<file path="src/logic/eci_pkg.sv">
package eci_pkg;
    // ==========================================================
    // register map (byte addresses, one word each)
    // ==========================================================
    localparam logic [11:0] ECI_CTRL_OFS   = 12'h000;  // enable
    localparam logic [11:0] ECI_OUT_OFS    = 12'h004;  // output state
    localparam logic [11:0] ECI_PINS_OFS   = 12'h008;  // live status pins
    localparam logic [11:0] ECI_ISTAT_OFS  = 12'h00c;  // sticky events
    localparam logic [11:0] ECI_IMASK_OFS  = 12'h010;  // event mask
    // ==========================================================
    // field layout
    // ==========================================================
    localparam int ECI_EN_BIT   = 0;   // ctrl: port enable
    localparam int ECI_OUT_BIT  = 0;   // out: power output on
    localparam int ECI_NCMD     = 7;   // command inputs
    localparam int ECI_NSTAT    = 7;   // status pins 1..7
    localparam int ECI_NRSV     = 7;   // undefined and reserved outputs
    // command indices
    localparam int ECI_C_OFF    = 0;
    localparam int ECI_C_ON     = 1;
    localparam int ECI_C_START  = 2;
    localparam int ECI_C_STOP   = 3;
    localparam int ECI_C_HOLD   = 4;
    localparam int ECI_C_BR1    = 5;
    localparam int ECI_C_BR2    = 6;
    // ==========================================================
    // reset values
    // ==========================================================
    localparam logic       ECI_EN_RST   = 1'b0;
    localparam logic       ECI_OUT_RST  = 1'b0;
    localparam logic [6:0] ECI_CMD_IDLE = 7'h7f;  // pulled-up lines idle high
    localparam logic [6:0] ECI_MASK_RST = 7'h00;
endpackage : eci_pkg

</file>
<file path="src/logic/eci_ext_ctrl_io.sv">
`timescale 1ns/10ps
module eci_ext_ctrl_io
    import eci_pkg::*;
(
    input  wire logic        pclk,
    input  wire logic        presetn,
    // apb slave
    input  wire logic        psel,
    input  wire logic        penable,
    input  wire logic        pwrite,
    input  wire logic [11:0] paddr,
    input  wire logic [31:0] pwdata,
    output logic      [31:0] prdata,
    output logic             pready,
    output logic             pslverr,
    // command pins, active low, falling edge acts
    input  wire logic        cmd_out_off_n,
    input  wire logic        cmd_out_on_n,
    input  wire logic        cmd_seq_start_n,
    input  wire logic        cmd_seq_stop_n,
    input  wire logic        cmd_seq_hold_n,
    input  wire logic        cmd_seq_br1_n,
    input  wire logic        cmd_seq_br2_n,
    input  wire logic        undef_in,
    // device internal state
    input  wire logic        src_power_on,
    input  wire logic        sw_busy,
    input  wire logic        pos_peak_current_limit_flag,
    input  wire logic        neg_peak_current_limit_flag,
    input  wire logic        rms_current_limit_flag,
    input  wire logic        power_limit_flag,
    input  wire logic [1:0]  seq_sync_in,
    input  wire logic        seq_trig_in,
    // command pulses toward the sequencer
    output logic             seq_start_pulse,
    output logic             seq_stop_pulse,
    output logic             seq_hold_pulse,
    output logic             seq_br1_pulse,
    output logic             seq_br2_pulse,
    // power output control
    output logic             output_on,
    // status pins
    output logic             st_power,
    output logic             st_output,
    output logic             st_limit,
    output logic             st_busy,
    output logic [1:0]       st_seq_sync,
    output logic             st_trigger,
    output logic [6:0]       st_spare,
    output logic             irq
);
    // ==========================================================
    // storage
    // ==========================================================
    logic             en_r;       // port enable
    logic             out_r;      // power output state
    logic [6:0]       cmd_prev_r; // last sampled command levels
    logic [6:0]       cmd_in;     // current command levels
    logic [6:0]       fall;       // falling edge seen this cycle
    logic [6:0]       pulse_r;    // registered command pulses
    logic [6:0]       stat_r;     // status pin flops
    logic [6:0]       istat_r;    // sticky events
    logic [6:0]       imask_r;    // event mask
    logic [31:0]      prdata_r;   // read data flop
    logic             wr_en;      // apb write access
    logic             rd_en;      // apb read access
    logic             map_hit;    // address decodes
    logic [6:0]       rd_clr;     // events cleared by status read
    logic             lim_any;    // any limiter active

    assign cmd_in = {cmd_seq_br2_n, cmd_seq_br1_n, cmd_seq_hold_n,
                     cmd_seq_stop_n, cmd_seq_start_n, cmd_out_on_n,
                     cmd_out_off_n};

    // ==========================================================
    // apb decode
    // ==========================================================
    // zero wait states: every access completes in its access cycle
    assign pready  = 1'b1;
    assign map_hit = (paddr == ECI_CTRL_OFS) || (paddr == ECI_OUT_OFS) ||
                     (paddr == ECI_PINS_OFS) || (paddr == ECI_ISTAT_OFS) ||
                     (paddr == ECI_IMASK_OFS);
    // unmapped offsets answer with an error rather than fail silently
    assign pslverr = psel && penable && !map_hit;
    assign wr_en   = psel && penable && pwrite && map_hit;
    assign rd_en   = psel && penable && !pwrite && map_hit;
    // the clearing read empties every bit that it has just returned
    assign rd_clr  = (rd_en && paddr == ECI_ISTAT_OFS) ? 7'h7f : 7'h00;
    assign prdata  = prdata_r;
    // a write to a hole is refused and must leave every register alone
    chk_drop_unmapped: assert property (@(posedge pclk) disable iff (!presetn)
        pslverr && pwrite |=> $stable(en_r) && $stable(imask_r))
        else $error("unmapped write landed");

    // ==========================================================
    // edge detection, one flop per command line
    // ==========================================================
    // inputs are synchronous to pclk, so no synchroniser is needed;
    // history resets to the idle high level, so a line resting at its
    // pull-up level shows no false edge once reset is released
    genvar gi;
    generate
        for (gi = 0; gi < ECI_NCMD; gi++) begin : g_edge
            always_ff @(posedge pclk or negedge presetn) begin
                if (!presetn) begin
                    cmd_prev_r[gi] <= ECI_CMD_IDLE[gi];
                end else begin
                    cmd_prev_r[gi] <= cmd_in[gi];
                end
            end
            assign fall[gi] = cmd_prev_r[gi] && !cmd_in[gi];
            // every line, not only start, must turn its edge into one pulse
            chk_line_edge: assert property (@(posedge pclk) disable iff (!presetn)
                en_r && $past(cmd_in[gi]) && !cmd_in[gi] |=> pulse_r[gi])
                else $error("command edge missed");
            // the line must rise again before it can act again
            chk_pulse_once: assert property (@(posedge pclk) disable iff (!presetn)
                pulse_r[gi] |=> !pulse_r[gi]) else $error("command pulse too long");
        end
    endgenerate

    // ==========================================================
    // control register
    // ==========================================================
    always_ff @(posedge pclk or negedge presetn) begin
        if (!presetn) begin
            en_r <= ECI_EN_RST;
        end else if (wr_en && paddr == ECI_CTRL_OFS) begin
            en_r <= pwdata[ECI_EN_BIT];
        end
    end
    // software sets and clears the enable at the access edge of the write
    chk_en_write: assert property (@(posedge pclk) disable iff (!presetn)
        wr_en && paddr == ECI_CTRL_OFS |=> en_r == $past(pwdata[ECI_EN_BIT]))
        else $error("enable write lost");

    // ==========================================================
    // command pulses, only while enabled
    // ==========================================================
    always_ff @(posedge pclk or negedge presetn) begin
        if (!presetn) begin
            pulse_r <= 7'h00;
        end else begin
            pulse_r <= en_r ? fall : 7'h00;
        end
    end
    // registered so the sequencer sees one clean strobe per edge
    assign seq_start_pulse = pulse_r[ECI_C_START];
    assign seq_stop_pulse  = pulse_r[ECI_C_STOP];
    assign seq_hold_pulse  = pulse_r[ECI_C_HOLD];
    assign seq_br1_pulse   = pulse_r[ECI_C_BR1];
    assign seq_br2_pulse   = pulse_r[ECI_C_BR2];

    // ==========================================================
    // power output state
    // ==========================================================
    // a pin command beats a software write in the same cycle, and off
    // beats on: when in doubt the safe state is output off
    always_ff @(posedge pclk or negedge presetn) begin
        if (!presetn) begin
            out_r <= ECI_OUT_RST;
        end else if (en_r && fall[ECI_C_OFF]) begin
            out_r <= 1'b0;
        end else if (en_r && fall[ECI_C_ON]) begin
            out_r <= 1'b1;
        end else if (wr_en && paddr == ECI_OUT_OFS) begin
            out_r <= pwdata[ECI_OUT_BIT];
        end
    end
    assign output_on = out_r;
    // on acts only when off is not struck in the same cycle
    chk_on_edge: assert property (@(posedge pclk) disable iff (!presetn)
        en_r && fall[ECI_C_ON] && !fall[ECI_C_OFF] |=> output_on)
        else $error("on edge missed");
    // a software write lands unless a pin command overrides it
    chk_out_write: assert property (@(posedge pclk) disable iff (!presetn)
        wr_en && paddr == ECI_OUT_OFS && !(en_r && (fall[ECI_C_OFF] || fall[ECI_C_ON]))
        |=> output_on == $past(pwdata[ECI_OUT_BIT])) else $error("output write lost");

    // ==========================================================
    // status pins
    // ==========================================================
    // the limiter line is one or of all four limiter flags
    assign lim_any = pos_peak_current_limit_flag || neg_peak_current_limit_flag ||
                     rms_current_limit_flag || power_limit_flag;
    // pins are always driven; while disabled they sit at 0
    always_ff @(posedge pclk or negedge presetn) begin
        if (!presetn) begin
            stat_r <= 7'h00;
        end else if (en_r) begin
            stat_r[0]   <= src_power_on;
            stat_r[1]   <= out_r;
            stat_r[2]   <= lim_any;
            stat_r[3]   <= sw_busy;
            stat_r[5:4] <= seq_sync_in;
            stat_r[6]   <= seq_trig_in;
        end else begin
            stat_r <= 7'h00;
        end
    end
    assign st_power    = stat_r[0];
    assign st_output   = stat_r[1];
    assign st_limit    = stat_r[2];
    assign st_busy     = stat_r[3];
    assign st_seq_sync = stat_r[5:4];
    assign st_trigger  = stat_r[6];
    // undefined input goes nowhere; spares are tied inactive
    assign st_spare    = 7'h00;

    // ==========================================================
    // interrupt status and mask
    // ==========================================================
    // a new edge in the cycle of the clearing read stays set
    always_ff @(posedge pclk or negedge presetn) begin
        if (!presetn) begin
            istat_r <= 7'h00;
        end else begin
            istat_r <= (istat_r & ~rd_clr) | pulse_r;
        end
    end
    // an event must never be lost, even to a clearing read in its cycle
    chk_istat_sticky: assert property (@(posedge pclk) disable iff (!presetn)
        pulse_r != 7'h00 |=> (istat_r & $past(pulse_r)) == $past(pulse_r))
        else $error("event not latched");
    // a read of the status word with no new event leaves it empty
    chk_read_clear: assert property (@(posedge pclk) disable iff (!presetn)
        rd_en && paddr == ECI_ISTAT_OFS && pulse_r == 7'h00 |=> istat_r == 7'h00)
        else $error("status not cleared");

    // a set mask bit lets its event raise the interrupt
    always_ff @(posedge pclk or negedge presetn) begin
        if (!presetn) begin
            imask_r <= ECI_MASK_RST;
        end else if (wr_en && paddr == ECI_IMASK_OFS) begin
            imask_r <= pwdata[6:0];
        end
    end

    // level output: stays high until the status read clears the bit
    assign irq = |(istat_r & imask_r);
    // interrupt stays quiet while every event is masked off
    chk_irq_masked: assert property (@(posedge pclk) disable iff (!presetn)
        imask_r == 7'h00 |-> !irq) else $error("masked interrupt raised");

    // ==========================================================
    // read data
    // ==========================================================
    always_ff @(posedge pclk or negedge presetn) begin
        if (!presetn) begin
            prdata_r <= 32'h0000_0000;
        end else if (psel && !penable && !pwrite) begin
            // setup cycle: capture so data is valid during access
            // bits above the listed fields read as zero
            case (paddr)
                ECI_CTRL_OFS:  prdata_r <= {31'h0000_0000, en_r};
                ECI_OUT_OFS:   prdata_r <= {31'h0000_0000, out_r};
                ECI_PINS_OFS:  prdata_r <= {25'h000_0000, stat_r};
                ECI_ISTAT_OFS: prdata_r <= {25'h000_0000, istat_r | pulse_r};
                ECI_IMASK_OFS: prdata_r <= {25'h000_0000, imask_r};
                default:       prdata_r <= 32'h0000_0000;
            endcase
        end
    end
    // read data is captured at setup and must be the live register value
    chk_pins_read: assert property (@(posedge pclk) disable iff (!presetn)
        psel && !penable && !pwrite && paddr == ECI_PINS_OFS
        |=> prdata == {25'h000_0000, $past(stat_r)}) else $error("pins read wrong");
    chk_ctrl_read: assert property (@(posedge pclk) disable iff (!presetn)
        psel && !penable && !pwrite && paddr == ECI_CTRL_OFS
        |=> prdata == {31'h0000_0000, $past(en_r)}) else $error("ctrl read wrong");

    // ==========================================================
    // checks
    // ==========================================================
    chk_cmd_disabled: assert property (@(posedge pclk) disable iff (!presetn)
        !en_r |=> pulse_r == 7'h00) else $error("command acted while disabled");
    chk_start_edge: assert property (@(posedge pclk) disable iff (!presetn)
        en_r && $past(cmd_seq_start_n) && !cmd_seq_start_n |=> seq_start_pulse)
        else $error("start edge missed");
    chk_off_edge: assert property (@(posedge pclk) disable iff (!presetn)
        en_r && fall[ECI_C_OFF] |=> !output_on) else $error("off edge missed");
    chk_power_line: assert property (@(posedge pclk) disable iff (!presetn)
        en_r |=> st_power == $past(src_power_on)) else $error("power line wrong");
    chk_busy_line: assert property (@(posedge pclk) disable iff (!presetn)
        en_r |=> st_busy == $past(sw_busy)) else $error("busy line wrong");
    chk_output_line: assert property (@(posedge pclk) disable iff (!presetn)
        en_r |=> st_output == $past(out_r)) else $error("output line wrong");
    chk_limit_line: assert property (@(posedge pclk) disable iff (!presetn)
        en_r && (pos_peak_current_limit_flag || neg_peak_current_limit_flag ||
                 rms_current_limit_flag || power_limit_flag) |=> st_limit)
        else $error("limiter line low");
    chk_limit_clear: assert property (@(posedge pclk) disable iff (!presetn)
        en_r && !pos_peak_current_limit_flag && !neg_peak_current_limit_flag &&
        !rms_current_limit_flag && !power_limit_flag |=> !st_limit)
        else $error("limiter line stuck high");
    chk_sync_follow: assert property (@(posedge pclk) disable iff (!presetn)
        en_r |=> st_seq_sync == $past(seq_sync_in) && st_trigger == $past(seq_trig_in))
        else $error("sync lines wrong");
    chk_quiet_disabled: assert property (@(posedge pclk) disable iff (!presetn)
        !en_r ##1 !$past(en_r) |-> stat_r == 7'h00) else $error("pins not idle");
    chk_spare_low: assert property (@(posedge pclk) disable iff (!presetn)
        st_spare == 7'h00) else $error("spare output active");
endmodule : eci_ext_ctrl_io

</file>
<file path="config.mk">
export PLATFORM = sky130hd
export DESIGN_NAME = eci_ext_ctrl_io
export DESIGN_NICKNAME = d
export VERILOG_FILES = /design/src/logic/eci_pkg.sv /design/src/logic/eci_ext_ctrl_io.sv
export SDC_FILE = /design/constraint.sdc
export NUM_CORES = 1
export LEC_CHECK = 0
export BUFFER_PORTS_ARGS = -buffer_cell sky130_fd_sc_hd__buf_2
export CORE_MARGIN = 8
export CORE_UTILIZATION = 45
export CTS_BUF_LIST = sky130_fd_sc_hd__clkbuf_8
export DETAILED_ROUTE_END_ITERATION = 6
export HOLD_SLACK_MARGIN = 0.08
export PLACE_DENSITY = 0.82
export SLEW_MARGIN = 5
export SYNTH_ARGS = -nofsm -noshare
export SYNTH_HDL_FRONTEND = slang
export SYNTH_SLANG_ARGS = --single-unit
</file>
<file path="constraint.sdc">
create_clock -name pclk -period 1.1 [get_ports pclk]
set_input_delay 0.055 -clock pclk [delete_from_list [all_inputs] [get_ports pclk]]
set_output_delay 0.055 -clock pclk [all_outputs]
set_load 0.01 [all_outputs]
</file>
==> reports/metrics.cfg, run 1 <==
[timing]
fmax_ghz = 0.596
finClkSkew_ps = 5.48
period_share = 1.53
setup-tns-final_ps = -10680
setup_slack_ps = -578
finalHoldViolations = 0
rsz0062_at_grt = yes
setup_viol = 25
slew_violations = 0
min_period_ps = 1680

[floorplanning]
io_pins = 121
die_y_um = 83.9
rows = 24
die_area_um2 = 7040
core_um2 = 4380
initial_utilization = 0.473
die_x_um = 83.9

[yosys]
synth.area.top_cells = dfrtp_1 (45%), buf_4 (12%), dfstp_2 (8.9%), mux2_2 (4.3%), and3b_1 (3.0%)
yosysTopAreaCell = dfrtp_1
ys_warn_count = 0
synth_seq_area_share = 0.535
ys_seq_elements = 44
ys_types = 39
synth_most_common_cell = dfrtp_1
synthesis.instances = 186
yosys.area.top_type_share = 0.446
synthArstFlopShare = 1.00
syn_area_per_cell_um2 = 11.2
synth_top_flop_cell = dfrtp_1
synth-edff-count = 0
synth_common_cells = dfrtp_1 (37), buf_4 (33), nor2_1 (13)
synth_area_um2 = 2070

[worst_setup_path]
start_kind = input pin
cp_slowest_stage_delay_ps = 590
worstPathArrival_ps = 1870
crit_type = in2reg
path_cells = buf_6 > or4_4 > or3_4 > or4_4 > a21o_1
cp.buffers_inverters = 1
rrSetupSlack_ps = -100
cp.required_ps = 1290
worst-path-max-fanout = 7
crit_top_cell = or4_4
path_delay_family = simple AND/OR/NAND/NOR gates
cp-end-kind = flip-flop
crit_path_top_delay_cell = or4_4

[global_route]
grt_usage = 0.153
met1_usage = 0.166
grt_max_degree = 24
use_met2 = 0.251
antenna_found_initial = 0
grt.overflow.total = 0
grt_pass1_vias = 1846
grt_pass1_wl_um = 8800
grt_busiest_layer = met2
grt_util_met3 = 0.0732

[run_status]
outcome = finished, violations left
violations = setup timing

[route]
dr.pass1.iters = 4
drc = 0
drt_iter0_drc = 56
wl_per_cell_um = 15.3
vias_per_cell = 4.86
final_antenna_net_count = 0
via_count = 1729
wirelength_um = 5440

[min_path]
hold_path.class = in2async

[placement]
gp_congestion = 0.875
placed_area_um2 = 2470
port_buffers = 61
placed_cells = 317
dp_hpwl_um = 3960
dp_slack_ps = -881

[clock_tree]
clock_sinks = 44
htree_levels = 2
clk_latency_ps = 300
clockBufferDepth = 2
cts_tree = yes
cts-root-buf = clkbuf_8
clk_transition_reported_paths_ps = 80
numCtsBuffers = 5

[final_layout]
stdcell_area_um2 = 2950
final_util = 0.672
fillers = 332
area_growth_pct = 42.0
num_antenna_cells = 0
layoutNonFillerInstCount = 356
drive_gt1_frac = 0.418
final_nets = 369

[power]
p_per_area_nw_per_um2 = 1040
peakVddDrop_v = 0.000840
leakage_nw = 1.61

[run]
drv_cap = 0

-- cell families after synthesis --
| group | after synthesis | share of synthesized area |
|---|---|---|
| compound gates | 33 | 0.107 |
| mux | 9 | 0.0483 |
| buf+inv | 38 | 0.132 |
| flops | 44 | 0.535 |
| other cells | 2 | 0.00362 |
| simple gates | 60 | 0.174 |
-- layer usage --
| layer | wire [µm] | up-vias |
|---|---|---|
| met4 | 113 | 0 |
| met3 | 452 | 11 |
| met1 | 2140 | 831 |
| met5 | 0 | - |
| met2 | 2740 | 71 |
| li1 | - | 816 |
-- layout make-up --
| type | count | area (µm²) | share of cell area |
|---|---|---|---|
| tap | 52 | 65.1 | 0.0221 |
| inverter | 1 | 3.75 | 0.00127 |
| clock buffer | 6 | 82.6 | 0.0280 |
| clock inverter | 2 | 13.8 | 0.00467 |
| multi-input combinational | 135 | 872 | 0.296 |
| sequential | 44 | 1110 | 0.377 |
| timing repair buffer | 116 | 800 | 0.271 |
-- report_power, final --
group	internal [W]	leakage, nW	switching [W]
Sequential	0.00164	0.591	0.00000526
Combinational	0.000164	0.963	0.000178
Clock	0.000513	0.0516	0.000558
-- layout by cell type (no fill, tap or decap), drive strengths merged, types with 3 or more instances in the layout --
cell	instances
mux2	8
and2	6
o211ai	5
conb	33
a21o	7
nand3	7
and3b	7
nand2	10
nor4	3
dfstp	7
clkbuf	6
nor2	13
dfrtp	37
dlygate4sd3	24
buf	92
o21ai	3
a21oi	9
-- flip-flops by register name, indices dropped and copies added (netlist names) --
register,cells
istat_r,7
output_on,1
imask_r,7
en_r,1
pulse_r,7
stat_r,7
cmd_prev_r,7
prdata,7
-- repair_timing --
item | CTS | global route
resized for setup | 11 | 10
cloned | 0 | 0
pin swaps | 10 | 5
endpoints found under the hold margin | 72 | 0
endpoints found under the setup margin | 25 | 25
buffers inserted | 6 | 2
hold buffers | 24 | 0
-- final timing paths --
kind / startpoint / endpoint / cells after the start
setup / recovery: paddr[7] / istat_r[0]$_DFF_PN0_ / 5
hold / removal: presetn / cmd_prev_r[4]$_DFF_PN1_ / 2
setup reg to reg: istat_r[0]$_DFF_PN0_ / prdata[0]$_DFFE_PN0P_ / 5
hold reg to reg: pulse_r[0]$_DFF_PN0_ / istat_r[0]$_DFF_PN0_ / 1
max in group asynchronous: presetn / cmd_prev_r[1]$_DFF_PN1_ / 3
min in group pclk: paddr[3] / output_on$_DFFE_PN0P_ / 4
-- worst register-to-register path, cell delays in order, from the launching register on --
cell and delay, ps:
dfrtp_1 390, buf_4 140, nand2b_1 130, o22ai_1 130, o22ai_1 110, a22o_1 210
-- stage by stage --
step	hold WS, ps	total power, W
6_report	231	0.00306
5_1_grt	222	0.00320
4_1_cts	219	0.00307
3_5_place_dp	17.3	0.00193
3_3_place_gp	15.0	0.00193
2_1_floorplan	-241	0.00186
Power figures use the tool's default switching activity.
==> run 2: changes to the inputs <==
--- a/config.mk
+++ b/config.mk
@@ -12,6 +12,8 @@
 export DETAILED_ROUTE_END_ITERATION = 6
 export HOLD_SLACK_MARGIN = 0.08
 export PLACE_DENSITY = 0.82
+export RECOVER_POWER = 25
+export SETUP_SLACK_MARGIN = 0.5
 export SLEW_MARGIN = 5
 export SYNTH_ARGS = -nofsm -noshare
 export SYNTH_HDL_FRONTEND = slang
==> reports/metrics.cfg, run 2 (synthesis results as in run 1) <==
[timing]
setup_slack_ps = -575
slew_violations = 0
tightest_slew_ps = 940
period_share = 1.52
finalHoldViolations = 18
min_period_ps = 1670
finClkSkew_ps = 8.60
setup_viol = 25
fmax_ghz = 0.597
slew_headroom = 0.373
holdWs_ps = -135
rsz0062_at_grt = yes

[global_route]
grt.overflow.total = 0
grt_pass1_wl_um = 9370
grt_max_degree = 19
antenna_found_initial = 0
grt_pass1_vias = 1888
grt_usage = 0.162

[final_layout]
final_util = 0.673
layoutNonFillerInstCount = 348
drive_gt1_frac = 0.486
area_growth_pct = 42.2
final_cell_mix = buf_2 (51), dfrtp_1 (36), conb_1 (33)
final_nets = 361
num_antenna_cells = 0
final_common_cell = buf_2

[worst_setup_path]
start_kind = input pin
worstPathArrival_ps = 1860
worst-path-max-fanout = 7
crit_path_top_delay_cell = or4_4
cp.required_ps = 1280
cp-end-kind = flip-flop
cp_slowest_stage_delay_ps = 580
crit_top_cell = or4_4
crit_type = in2reg
path_cells = buf_6 > or4_4 > or3_4 > or4_4 > a21o_1

[route]
drt_iter0_drc = 156
wl_per_cell_um = 17.2
drc = 0
final_antenna_net_count = 0
vias_per_cell = 5.16
dr.pass1.iters = 4
via_count = 1796
wirelength_um = 5980

[floorplanning]
core_um2 = 4380
initial_utilization = 0.473
die_x_um = 83.9
rows = 24
io_pins = 121
die_y_um = 83.9
die_area_um2 = 7040

[placement]
placed_cells = 317
gp_congestion = 0.858
dp_hpwl_um = 4130
port_buffers = 61

[run_status]
violations = hold timing, setup timing
outcome = finished, violations left

[power]
leakage_nw = 1.60
p_total_w = 0.00322
peakVddDrop_v = 0.00119
p_per_area_nw_per_um2 = 1090

[clock_tree]
cts-root-buf = clkbuf_8
cts_tree = yes
numCtsBuffers = 5
clk_latency_ps = 300
htree_levels = 2
clock_sinks = 44
postCtsHoldBufs = 7
clockBufferDepth = 2
clk_transition_reported_paths_ps = 90

[run]
drv_cap = 0

[min_path]
hold_path.class = in2async

-- run 2: changes by cell type in the layout (fill, tap and decap cells not counted), moves of 5 or more --
cell           change
buf_2              -9
buf_4              +5
dlygate4sd3_1     -17
and2_4             +6
buf_6             +11
and2_1             -6
-- run 2: worst max-delay path, delay by kind of cell --
family | cells | cell delay, ps
buf+inv | 1 | 90
compound gates | 1 | 220
simple gates | 3 | 1490
-- run 2: final cells by class --
cell class / count / area (µm²)
fill: 313 / 1430
sequential: 44 / 1110
multi-input combinational: 135 / 901
timing repair buffer: 108 / 754
clock buffer: 5 / 68.8
tap: 52 / 65.1
clock inverter: 3 / 46.3
inverter: 1 / 3.75
-- run 2: path summary, 6_finish.rpt --
| check | from | end | slack [ps] | cells after the start |
|---|---|---|---|---|
| worst max register to register | istat_r[0]$_DFF_PN0_ | prdata[0]$_DFFE_PN0P_ | -240 | 6 |
| worst min register to register | pulse_r[4]$_DFF_PN0_ | istat_r[4]$_DFF_PN0_ | 490 | 1 |
| max in group asynchronous | presetn | prdata[6]$_DFFE_PN0P_ | 330 | 2 |
| worst min-delay path | presetn | stat_r[0]$_DFF_PN0_ | -140 | 1 |
| min in group pclk | power_limit_flag | stat_r[2]$_DFF_PN0_ | -30 | 2 |
| worst max-delay path | paddr[7] | istat_r[3]$_DFF_PN0_ | -570 | 5 |
-- run 2: power breakdown --
part / internal (W) / leakage [nW] / switching, W
registers: 0.00164 / 0.589 / 0.00000543
clock network: 0.000684 / 0.0548 / 0.000575
logic: 0.000131 / 0.959 / 0.000183
-- run 2: routing by layer --
layer / track usage / wire length, µm / vias up
li1: - / - / 804
met3: 0.0625 / 522 / 22
met2: 0.275 / 3010 / 101
met5: 0 / 0 / -
met1: 0.180 / 2260 / 869
met4: 0.0549 / 186 / 0
-- run 2: repair_timing --
action | in CTS | in global routing
cloned | 0 | 0
gates resized for setup | 33 | 9
endpoints found under the setup margin | 59 | 59
endpoints found under the hold margin | 58 | 44
pin swaps | 11 | 5
setup buffers | 12 | 4
-- run 2: per-stage QoR --
step           setup TNS [ps]  worst slack [ps]  cell area, µm²
2_1_floorplan          -14240              -798            2190
3_3_place_gp           -16370              -861            2480
3_5_place_dp           -16460              -872            2480
4_1_cts                 -8240              -540            2890
5_1_grt                -10450              -567            2950
6_report                -9840              -575            2950
